`config.mk`:
```
export PLATFORM = sky130hd
export DESIGN_NAME = fpt_ctrl
export DESIGN_NICKNAME = d
export VERILOG_FILES = /design/src/fpt_pkg.sv /design/src/fpt_seq_if.sv /design/src/fpt_ctrl.sv /design/src/fpt_tick.sv /design/src/fpt_cnt.sv
export VERILOG_INCLUDE_DIRS = /design/src
export SDC_FILE = /design/constraint.sdc
export NUM_CORES = 1
export LEC_CHECK = 0
export BUFFER_PORTS_ARGS = -buffer_cell sky130_fd_sc_hd__buf_2
export CAP_MARGIN = 10
export CORE_MARGIN = 2
export CORE_UTILIZATION = 55
export DETAILED_ROUTE_END_ITERATION = 10
export GPL_TIMING_DRIVEN = 1
export PLACE_DENSITY = 0.74
export SYNTH_ARGS = -nofsm -noshare
export SYNTH_HDL_FRONTEND = slang
export SYNTH_SLANG_ARGS = --single-unit
```
`constraint.sdc`:
```
create_clock -name I_CLK -period 3.11 [get_ports I_CLK]
set_input_delay 0.311 -clock I_CLK [delete_from_list [all_inputs] [get_ports I_CLK]]
set_output_delay 0.311 -clock I_CLK [all_outputs]
set_load 0.02 [all_outputs]
```
`src/fpt_cfg.svh`:
```
`ifndef FPT_CFG_SVH
`define FPT_CFG_SVH

// ==========================================
// Clock and microcycle
`define FPT_CLK_NS 20
`define FPT_MCYC_NS 300
`define FPT_CLKS_PER_MCYC (`FPT_MCYC_NS / `FPT_CLK_NS)
// Rounds a time up to whole microcycles
`define FPT_MC(ns) (((ns) + `FPT_MCYC_NS - 1) / `FPT_MCYC_NS)

// ==========================================
// Data dependent penalties, in ns
`define FPT_ALIGN_NS 900
`define FPT_SHIFT_S_NS 1200
`define FPT_SHIFT_D_NS 1800
`define FPT_MULBIT_S_NS 600
`define FPT_MULBIT_D_NS 1200
`define FPT_CMP_EQ_NS 1200
`define FPT_CMP_SS_NS 2100
`define FPT_I2F_STEP_NS 1200
`define FPT_F2I_STEP_NS 2100
`define FPT_F2I_LOWEXP_NS 600
`define FPT_MOD_STEP_NS 900
`define FPT_MOD_FZ_S_NS 1800
`define FPT_MOD_FZ_D_NS 1200
`define FPT_ROUND_S_NS 1200
`define FPT_ROUND_D_NS 1800
`define FPT_UV_TRAP_NS 2400
`define FPT_OVF_TRAP_NS 8100
`define FPT_UNF_TRAP_NS 9000
`define FPT_CONV_TRAP_NS 24300
`define FPT_RESTORE_NS 6900
// Worst case bounds the environment may check against
`define FPT_DMA_LAT_NS 4150
`define FPT_INT_LAT_NS 21520

// ==========================================
// Exponent figures and load extras in microcycles
`define FPT_I2F_EXP 220
`define FPT_F2I_EXP_LO 210
`define FPT_F2I_EXP_HI 230
`define FPT_F2I_LOWEXP 20
`define FPT_MOD_EXP 16
`define FPT_LD_NEG_MC 2
`define FPT_LD_NEGZ_MC 5

`endif

```
`src/fpt_pkg.sv`:
```
package fpt_pkg;

  // ==========================================
  // Operation classes
  typedef enum logic [3:0] {
    FPT_OP_INT = 4'h0,
    FPT_OP_EIS = 4'h1,
    FPT_OP_LDF = 4'h2,
    FPT_OP_ADD = 4'h3,
    FPT_OP_SUB = 4'h4,
    FPT_OP_MUL = 4'h5,
    FPT_OP_DIV = 4'h6,
    FPT_OP_MOD = 4'h7,
    FPT_OP_CMP = 4'h8,
    FPT_OP_I2F = 4'h9,
    FPT_OP_F2I = 4'ha,
    FPT_OP_FPO = 4'hb
  } fpt_op_t;

  typedef enum logic [1:0] {
    FPT_IDLE = 2'b00,
    FPT_RUN = 2'b01,
    FPT_RESTORE = 2'b11,
    FPT_HOLD = 2'b10
  } fpt_state_t;

endpackage : fpt_pkg

```
`src/fpt_seq_if.sv`:
```
`timescale 1ns/1ps

interface fpt_seq_if;
  logic restart;
  logic tick;
  logic load;
  logic [15:0] load_val;
  logic expire;
  logic running;

  modport tick_mp (input restart, output tick);
  modport cnt_mp (input tick, input load, input load_val,
    output expire, output running);
  modport ctl_mp (input tick, input expire, input running,
    output restart, output load, output load_val);
endinterface : fpt_seq_if

```
`src/fpt_ctrl.sv`:
```
// How it works
// - Time advances in 300 ns microcycles; duration is count times period.
// - FP duration depends on operation, addressing, memory and data values.
// - FP loads add an extra for negative or negative zero operands, none for positive.
// - Add/subtract alignment costs 900 ns plus 1.2 us per exponent step, 1.8 us double.
// - Normalizing after add costs 1.2 us per shift in single precision.
// - Multiply costs 600 ns per set multiplier bit, 1.2 us double.
// - Compare of equal values costs 1.2 us extra.
// - Compare of unequal values with same sign costs 2.1 us extra.
// - Integer to float costs 1.2 us per step, steps 220 minus exponent.
// - Float to integer costs 2.1 us per step, nearer of 210 or 230.
// - Modulo costs 900 ns times exponent modulo 16.
// - Single modulo with zero fraction costs 1.8 us extra.
// - Rounding a single result costs 1.2 us.
// - Undefined variable trap on load costs 2.4 us.
// - Overflow trap costs 8.1 us, underflow trap 9.0 us.
// - Conversion error trap on float to integer costs 24.3 us.
// - DMA grant within one read-modify-write cycle plus refresh.
// - Interrupt latency is request to acknowledge plus ack to fetch.
// - Extended integer and non-arithmetic FP ops defer interrupts.
// - Interrupt in FP arithmetic aborts it; restore takes 6.9 us.
// - Aborted FP instruction is re-executed from scratch afterwards.
`timescale 1ns/1ps
`include "fpt_cfg.svh"

module fpt_ctrl (
  // Clock and reset
  input wire logic I_CLK,
  input wire logic I_RESET,
  // Instruction issue
  input wire logic I_START,
  input wire fpt_pkg::fpt_op_t I_OP,
  input wire logic I_DOUBLE,
  input wire logic [11:0] I_BASE_MCYC,
  input wire logic [7:0] I_MEM_MCYC,
  output logic O_READY,
  // Operand attributes
  input wire logic I_OPND_NEG,
  input wire logic I_OPND_NEGZERO,
  input wire logic I_UNDEFINED_VARIABLE_TRAP_ENABLE,
  input wire logic [7:0] I_EXP_DIFF,
  input wire logic [5:0] I_NORM_SHIFTS,
  input wire logic [6:0] I_MULT_ONES,
  input wire logic I_CMP_EQUAL,
  input wire logic I_CMP_SAME_SIGN,
  input wire logic [7:0] I_EXPN,
  input wire logic I_FRAC_ZERO,
  input wire logic I_ROUND,
  input wire logic I_TRAP_OVF,
  input wire logic I_TRAP_UNF,
  input wire logic I_TRAP_CONV,
  // Bus requests
  input wire logic I_DMA_REQUEST_LINE,
  input wire logic I_READ_MODIFY_WRITE_CYCLE,
  output logic O_DMA_GRANT,
  input wire logic I_INTERRUPT_REQUEST_LINE,
  output logic O_INTERRUPT_ACKNOWLEDGE_LINE,
  input wire logic I_HANDLER_DONE,
  // Status
  output logic O_BUSY,
  output logic O_MCYC_TICK,
  output logic O_DONE,
  output logic O_ABORTED,
  output logic O_RESTARTED,
  output logic [15:0] O_CYCLES
);
  import fpt_pkg::*;

  // ==========================================
  // Microcycle sequencing
  fpt_seq_if seq ();

  fpt_tick #(
    .CLKS(`FPT_CLKS_PER_MCYC)
  ) u_tick (
    .clk(I_CLK),
    .rst(I_RESET),
    .seq(seq.tick_mp)
  );

  fpt_cnt u_cnt (
    .clk(I_CLK),
    .rst(I_RESET),
    .seq(seq.cnt_mp)
  );

  // ==========================================
  // Helpers
  function automatic logic [15:0] mc(input int ns);
    return 16'(`FPT_MC(ns));
  endfunction : mc

  function automatic logic [15:0] times(input logic [7:0] n,
    input int ns);
    return 16'(n) * mc(ns);
  endfunction : times

  function automatic logic [7:0] absdiff(input logic [7:0] a,
    input logic [7:0] b);
    return (a > b) ? (a - b) : (b - a);
  endfunction : absdiff

  function automatic logic interruptible(input fpt_op_t op);
    return op == FPT_OP_ADD || op == FPT_OP_SUB || op == FPT_OP_MUL
      || op == FPT_OP_DIV || op == FPT_OP_MOD;
  endfunction : interruptible

  // ==========================================
  // Data dependent cost in microcycles
  logic [15:0] extra;
  logic [15:0] total;
  logic [7:0] f2i_lo;
  logic [7:0] f2i_hi;
  logic [7:0] i2f_n;

  always_comb
  begin
    extra = 16'h0000;
    f2i_lo = absdiff(I_EXPN, 8'(`FPT_F2I_EXP_LO));
    f2i_hi = absdiff(I_EXPN, 8'(`FPT_F2I_EXP_HI));
    i2f_n = (I_EXPN < 8'(`FPT_I2F_EXP))
      ? 8'(`FPT_I2F_EXP) - I_EXPN : 8'h00;
    unique case (I_OP)
      FPT_OP_LDF:
      begin
        if (I_OPND_NEGZERO && !I_UNDEFINED_VARIABLE_TRAP_ENABLE)
          extra = 16'(`FPT_LD_NEGZ_MC);
        else if (I_OPND_NEGZERO)
          extra = mc(`FPT_UV_TRAP_NS);
        else if (I_OPND_NEG)
          extra = 16'(`FPT_LD_NEG_MC);
      end
      FPT_OP_ADD, FPT_OP_SUB:
      begin
        extra = mc(`FPT_ALIGN_NS) + (I_DOUBLE
          ? times(I_EXP_DIFF, `FPT_SHIFT_D_NS)
          : times(I_EXP_DIFF, `FPT_SHIFT_S_NS));
        extra = extra + (I_DOUBLE
          ? times(8'(I_NORM_SHIFTS), `FPT_SHIFT_D_NS)
          : times(8'(I_NORM_SHIFTS), `FPT_SHIFT_S_NS));
      end
      FPT_OP_MUL:
        extra = I_DOUBLE ? times(8'(I_MULT_ONES), `FPT_MULBIT_D_NS)
          : times(8'(I_MULT_ONES), `FPT_MULBIT_S_NS);
      FPT_OP_MOD:
      begin
        extra = times(8'(I_EXPN % 8'(`FPT_MOD_EXP)),
          `FPT_MOD_STEP_NS);
        if (I_FRAC_ZERO)
          extra = extra + (I_DOUBLE ? mc(`FPT_MOD_FZ_D_NS)
            : mc(`FPT_MOD_FZ_S_NS));
      end
      FPT_OP_CMP:
      begin
        if (I_CMP_EQUAL)
          extra = mc(`FPT_CMP_EQ_NS);
        else if (I_CMP_SAME_SIGN)
          extra = mc(`FPT_CMP_SS_NS);
      end
      FPT_OP_I2F:
        extra = times(i2f_n, `FPT_I2F_STEP_NS);
      FPT_OP_F2I:
      begin
        extra = times((f2i_lo < f2i_hi) ? f2i_lo : f2i_hi,
          `FPT_F2I_STEP_NS);
        if (I_EXPN < 8'(`FPT_F2I_LOWEXP))
          extra = extra + mc(`FPT_F2I_LOWEXP_NS);
        if (I_TRAP_CONV)
          extra = extra + mc(`FPT_CONV_TRAP_NS);
      end
      default:
        extra = 16'h0000;
    endcase
    // Rounding and arithmetic traps apply to the arithmetic group
    if (interruptible(I_OP))
    begin
      if (I_ROUND)
        extra = extra + (I_DOUBLE ? mc(`FPT_ROUND_D_NS)
          : mc(`FPT_ROUND_S_NS));
      if (I_TRAP_OVF)
        extra = extra + mc(`FPT_OVF_TRAP_NS);
      if (I_TRAP_UNF)
        extra = extra + mc(`FPT_UNF_TRAP_NS);
    end
    // Base, memory wait and data terms, never below one microcycle
    total = 16'(I_BASE_MCYC) + 16'(I_MEM_MCYC) + extra;
    if (total == 16'h0000)
      total = 16'h0001;
  end

  // ==========================================
  // Control state
  fpt_state_t state_q;
  fpt_state_t state_d;
  fpt_op_t op_q;
  fpt_op_t op_d;
  logic [15:0] cost_q;
  logic [15:0] cost_d;
  logic done_q;
  logic done_d;
  logic ack_q;
  logic ack_d;
  logic abort_q;
  logic abort_d;
  logic rst_q;
  logic rst_d;
  logic load;
  logic [15:0] load_val;

  always_comb
  begin
    state_d = state_q;
    op_d = op_q;
    cost_d = cost_q;
    done_d = 1'b0;
    ack_d = 1'b0;
    abort_d = 1'b0;
    rst_d = 1'b0;
    load = 1'b0;
    load_val = cost_q;
    unique case (state_q)
      FPT_IDLE:
      begin
        // Boundary: a pending interrupt goes ahead of the next issue
        if (I_INTERRUPT_REQUEST_LINE)
          ack_d = 1'b1;
        else if (I_START)
        begin
          op_d = I_OP;
          cost_d = total;
          load = 1'b1;
          load_val = total;
          state_d = FPT_RUN;
        end
      end
      FPT_RUN:
      begin
        if (seq.expire)
        begin
          done_d = 1'b1;
          state_d = FPT_IDLE;
        end
        // Abort points are microcycle ends inside FP arithmetic only
        else if (seq.tick && interruptible(op_q)
          && I_INTERRUPT_REQUEST_LINE)
        begin
          ack_d = 1'b1;
          load = 1'b1;
          load_val = mc(`FPT_RESTORE_NS);
          state_d = FPT_RESTORE;
        end
      end
      FPT_RESTORE:
      begin
        if (seq.expire)
        begin
          abort_d = 1'b1;
          state_d = FPT_HOLD;
        end
      end
      FPT_HOLD:
      begin
        // Full cost again: nothing of the aborted pass is kept
        if (I_HANDLER_DONE)
        begin
          rst_d = 1'b1;
          load = 1'b1;
          load_val = cost_q;
          state_d = FPT_RUN;
        end
      end
    endcase
  end

  always_ff @(posedge I_CLK or posedge I_RESET)
  begin
    if (I_RESET)
    begin
      state_q <= FPT_IDLE;
      op_q <= FPT_OP_INT;
      cost_q <= 16'h0000;
      done_q <= 1'b0;
      ack_q <= 1'b0;
      abort_q <= 1'b0;
      rst_q <= 1'b0;
    end
    else
    begin
      state_q <= state_d;
      op_q <= op_d;
      cost_q <= cost_d;
      done_q <= done_d;
      ack_q <= ack_d;
      abort_q <= abort_d;
      rst_q <= rst_d;
    end
  end

  assign seq.load = load;
  assign seq.load_val = load_val;
  assign seq.restart = load;

  // ==========================================
  // DMA grant: only a running read-modify-write cycle holds it off
  logic grant_q;
  logic grant_d;

  always_comb
  begin
    grant_d = grant_q;
    if (!I_DMA_REQUEST_LINE)
      grant_d = 1'b0;
    else if (!I_READ_MODIFY_WRITE_CYCLE)
      grant_d = 1'b1;
  end

  always_ff @(posedge I_CLK or posedge I_RESET)
  begin
    if (I_RESET)
      grant_q <= 1'b0;
    else
      grant_q <= grant_d;
  end

  // ==========================================
  // Outputs
  assign O_READY = state_q == FPT_IDLE && !I_INTERRUPT_REQUEST_LINE;
  assign O_BUSY = state_q != FPT_IDLE;
  assign O_MCYC_TICK = seq.tick;
  assign O_DONE = done_q;
  assign O_ABORTED = abort_q;
  assign O_RESTARTED = rst_q;
  assign O_CYCLES = cost_q;
  assign O_DMA_GRANT = grant_q;
  assign O_INTERRUPT_ACKNOWLEDGE_LINE = ack_q;
endmodule : fpt_ctrl

```
`src/fpt_tick.sv`:
```
`timescale 1ns/1ps

module fpt_tick #(
  parameter int CLKS = 15
) (
  input wire logic clk,
  input wire logic rst,
  fpt_seq_if.tick_mp seq
);
  logic [7:0] cnt_q;
  logic [7:0] cnt_d;

  // Restart realigns phase so an instruction lasts whole microcycles
  always_comb
  begin
    if (seq.restart || cnt_q == 8'(CLKS - 1))
      cnt_d = 8'h00;
    else
      cnt_d = cnt_q + 8'h01;
  end

  always_ff @(posedge clk or posedge rst)
  begin
    if (rst)
      cnt_q <= 8'h00;
    else
      cnt_q <= cnt_d;
  end

  // Not gated by restart: load is built from tick, gating would loop
  assign seq.tick = cnt_q == 8'(CLKS - 1);
endmodule : fpt_tick

```
`src/fpt_cnt.sv`:
```
`timescale 1ns/1ps

module fpt_cnt (
  input wire logic clk,
  input wire logic rst,
  fpt_seq_if.cnt_mp seq
);
  logic [15:0] cnt_q;
  logic [15:0] cnt_d;

  always_comb
  begin
    cnt_d = cnt_q;
    if (seq.load)
      cnt_d = seq.load_val;
    else if (seq.tick && cnt_q != 16'h0000)
      cnt_d = cnt_q - 16'h0001;
  end

  always_ff @(posedge clk or posedge rst)
  begin
    if (rst)
      cnt_q <= 16'h0000;
    else
      cnt_q <= cnt_d;
  end

  // Load never meets a count of one, so expiry needs no load term
  assign seq.expire = seq.tick && cnt_q == 16'h0001;
  assign seq.running = cnt_q != 16'h0000;
endmodule : fpt_cnt

```
==> results by group <==
Drt
  • DR WL/cell: 20.22 um
  • Top Metal Used: met4
  • Via count: 10350
  • Routed WL: 32.93 mm
  • Met3 Wirelength: 2.898 mm
  • Remaining DRCs: 0
  • Met2 WL: 15.42 mm
  • Post-DRT Antenna Nets: 0
  • Iteration-0 DRC Markers: 1240
  • Vias per cell: 6.359
  • Drt first pass iters: 6
  • M1 WL: 12.10 mm

CTS
  • Max clock buf depth: 2
  • Clock-pin slew on the worst setup and hold paths: 60 ps
  • CTS sink count: 51
  • TritonCTS Buffers: 5
  • CTS root buffer: clkbuf_16
  • H-Tree Depth: 2
  • Hold_buf cts: 0
  • TritonCTS clock tree: yes
  • Worst-Skew Late Latency: 290 ps

Run status
  • Outcome: finished, violations left
  • Failing checks: setup timing

Synthesis
  • Synthesis warning total: 0
  • Post-synth top area share: 15.43%
  • Seq/Total Area, Yosys: 15.43%
  • Post-synth cell types: 106
  • Top-count cell post-synth: inv_1
  • Syn nets: 1237
  • Yosys top cell by area: dfrtp_1
  • Post-Syn Instances: 1059
  • Number of enable flip-flop cells after synthesis: 0
  • Synth Area per Inst: 7.808 um2
  • FF+latch count, synth: 51
  • Synth top cells by count: 105 x inv_1, 95 x nand2_1, 87 x nor2_1
  • Cell Area, Synth: 0.008269 mm2
  • Synth Flop Type: dfrtp_1
  • Synth area leaders: dfrtp_1 15%, ha_1 13%, xnor2_1 6.5%
  • Post-synth ARST share: 100.0%

Timing
  • Max_slew headroom: 29.95%
  • Final worst slack: -6560 ps
  • Slew @ Worst Pin: 1049 ps
  • Final Critical Period: 9670 ps
  • Fmax: 103.4 MHz
  • Final hold vios: 0
  • Final Slew Violations: 0
  • Clock Skew: 5.915 ps
  • RSZ-0062 raised after global routing: true
  • Final period util: 310.9%
  • Endpoints failing setup: 28

Floorplanning
  • Boundary pin count: 95
  • Starting density of the core: 56.68%
  • Die H: 126.6 um
  • Die span in x: 126.6 um
  • Core area: 0.01459 mm2
  • Number of core rows: 44
  • Die ar.: 0.01603 mm2

Layout
  • Fillers: 761
  • Final design utilization: 85.76%
  • Inserted Diodes: 0
  • Final cell count without fillers: 1628
  • Area Overhead vs Synth: 51.31%
  • Layout cells sized above 1: 42.31%
  • Flip-flop and latch area: 0.001276 mm2
  • Multi-input logic area: 0.007466 mm2
  • Nets: 1621

Pwr
  • Switching power: 5.025 mW
  • Leakage power: 6.011 nW
  • Logic pwr share: 86.0%
  • VDD IR-drop max: 1392 uV
  • Register share of total power: 7.9%
  • Cell internal pwr: 5.333 mW
  • Clock power frac: 6.1%
  • PwrDens: 827.8 mW/mm2
  • Sw Ratio: 48.51%

Critical path
  • Critical Path Most Common Cell: buf_6
  • Critical Path Max Stage Delay: 660 ps
  • Slowest cell on crit path: fa_2
  • Worst Reg2Reg Path Length in Cells: 10
  • Crit Path Max Fanout: 5
  • Critical path data arrival time: 9870 ps
  • Crit. End Element: flip-flop
  • CP required: 3310 ps
  • CP startpoint kind: input port
  • WS Path Type: input port to flip-flop

Placement
  • I/O Buffers: 94
  • Gpl congestion: 0.9454
  • Post-DP HPWL: 20.53 mm
  • Placed Cells: 1581

Job
  • Max-Cap Viols: 0

Worst hold path
  • Hold Path Class: input port to flip-flop
  • Hold path depth: 2

Global routing
  • Total congestion overflow: 0
  • GRT Resource Usage Total: 36.39%
  • Initial antenna violation count: 0
  • Vias in the first global route: 10110
  • Largest net degree at the start of global routing: 52
  • Global-route wire length before repair: 48.27 mm
## critical path, delay by kind of cell
family | cells | cell delay [ps]
buffers and inverters | 11 | 1290
adder cells (fa/ha/maj) | 7 | 2410
multiplexers | 2 | 580
XOR/XNOR | 4 | 720
AO/OA/AOI/OAI | 16 | 2670
AND/OR/NAND/NOR | 8 | 1890
## cell families (layout without fill, tap and decap cells)
group	count (synthesis)	count (layout)	share of synthesized area, %
other	1	1	0.04535
muxes	36	36	4.554
xor gates and xnor gates	93	93	10.29
DFF	51	51	15.43
AOI/OAI and AO/OA	278	278	22.70
and+or+nand+nor	352	352	22.18
buffers and inverters	140	525	6.582
adders and majority gates	108	108	18.22
## path summary, 6_finish.rpt
kind,from,end,slack (ps)
max in group asynchronous,I_RESET,O_CYCLES[14]$_DFFE_PP0P_,2190
min,I_READ_MODIFY_WRITE_CYCLE,O_DMA_GRANT$_DFFE_PP0P_,200
min in group asynchronous,I_RESET,state_q[0]$_DFFE_PP0P_,270
min reg2reg,op_q[1]$_DFFE_PP0P_,op_q[1]$_DFFE_PP0P_,480
max reg2reg,u_cnt.cnt_q[12]$_DFFE_PP0P_,u_cnt.cnt_q[8]$_DFFE_PP0P_,80
max,I_EXPN[2],u_cnt.cnt_q[0]$_DFFE_PP0P_,-6560
## flip-flops by register name, indices dropped and copies added, names as in the netlist
register                      cells
O_CYCLES                         16
O_INTERRUPT_ACKNOWLEDGE_LINE      1
O_DMA_GRANT                       1
O_RESTARTED                       1
u_tick.cnt_q                      8
O_ABORTED                         1
op_q                              4
state_q                           2
u_cnt.cnt_q                      16
O_DONE                            1
## through the flow
step	cell area, um2	hold slack (ps)	setup WS, ps	power [mW]	TNS [ps]
6_report	12510	202.5	-6560	10.36	-162230
5_1_grt	12510	225.0	-6852	10.73	-169210
4_1_cts	12160	203.4	-5800	9.060	-142860
3_5_place_dp	11320	467.4	-6323	7.738	-156010
3_3_place_gp	11320	452.1	-6147	7.573	-150380
2_1_floorplan	8692	399.8	-6040	4.961	-144410
## per-layer routing
metal / global-route usage [%] / vias up
met4: 18.62 / 0
met2: 63.48 / 741
met5: 0 / -
met3: 5.272 / 252
li1: - / 4514
met1: 43.51 / 4846
## power groups by stage
stage / combinational [mW] / clock [mW] / sequential (mW)
after detailed placement: 6.92 / 0 / 0.821
final: 8.90 / 0.634 / 0.821
after CTS: 7.61 / 0.637 / 0.816
after global routing: 9.24 / 0.662 / 0.829
after floorplan: 4.10 / 0 / 0.861
after global placement: 6.75 / 0 / 0.821
## cell usage in the layout, fill, tap and decap left out, types with 11 or more instances in the layout
| cell | n |
|---|---|
| dfrtp_1 | 51 |
| o21ai_0 | 39 |
| nand4_1 | 13 |
| nand2_1 | 91 |
| a21o_1 | 19 |
| mux2_2 | 12 |
| ha_1 | 68 |
| o21ai_2 | 12 |
| a21oi_1 | 56 |
| xor2_1 | 21 |
| ha_4 | 16 |
| o21ai_1 | 20 |
| inv_2 | 12 |
| inv_1 | 90 |
| fa_1 | 19 |
| nor2b_1 | 13 |
| xnor2_1 | 49 |
| nor3_1 | 16 |
| a21oi_2 | 11 |
| mux2i_1 | 16 |
| nor2_1 | 82 |
| nand3_1 | 27 |
| buf_2 | 93 |
| buf_6 | 11 |
| buf_4 | 303 |
## final cells by class
cell class	instances	area share (%)
repair buffers	412	23.65
multi-input cells	868	59.67
flip-flops and latches	51	10.20
clock buffers	6	1.110
inverters	105	3.250
clock inverters	2	0.2800
well taps	184	1.840
## timing repair
action | 4_1_cts | 5_1_grt
endpoints found under the setup margin | 28 | 31
resized for setup | 83 | 49
pin swaps | 69 | 42
setup buffers | 27 | 14
(Power assumes the default switching activity.)
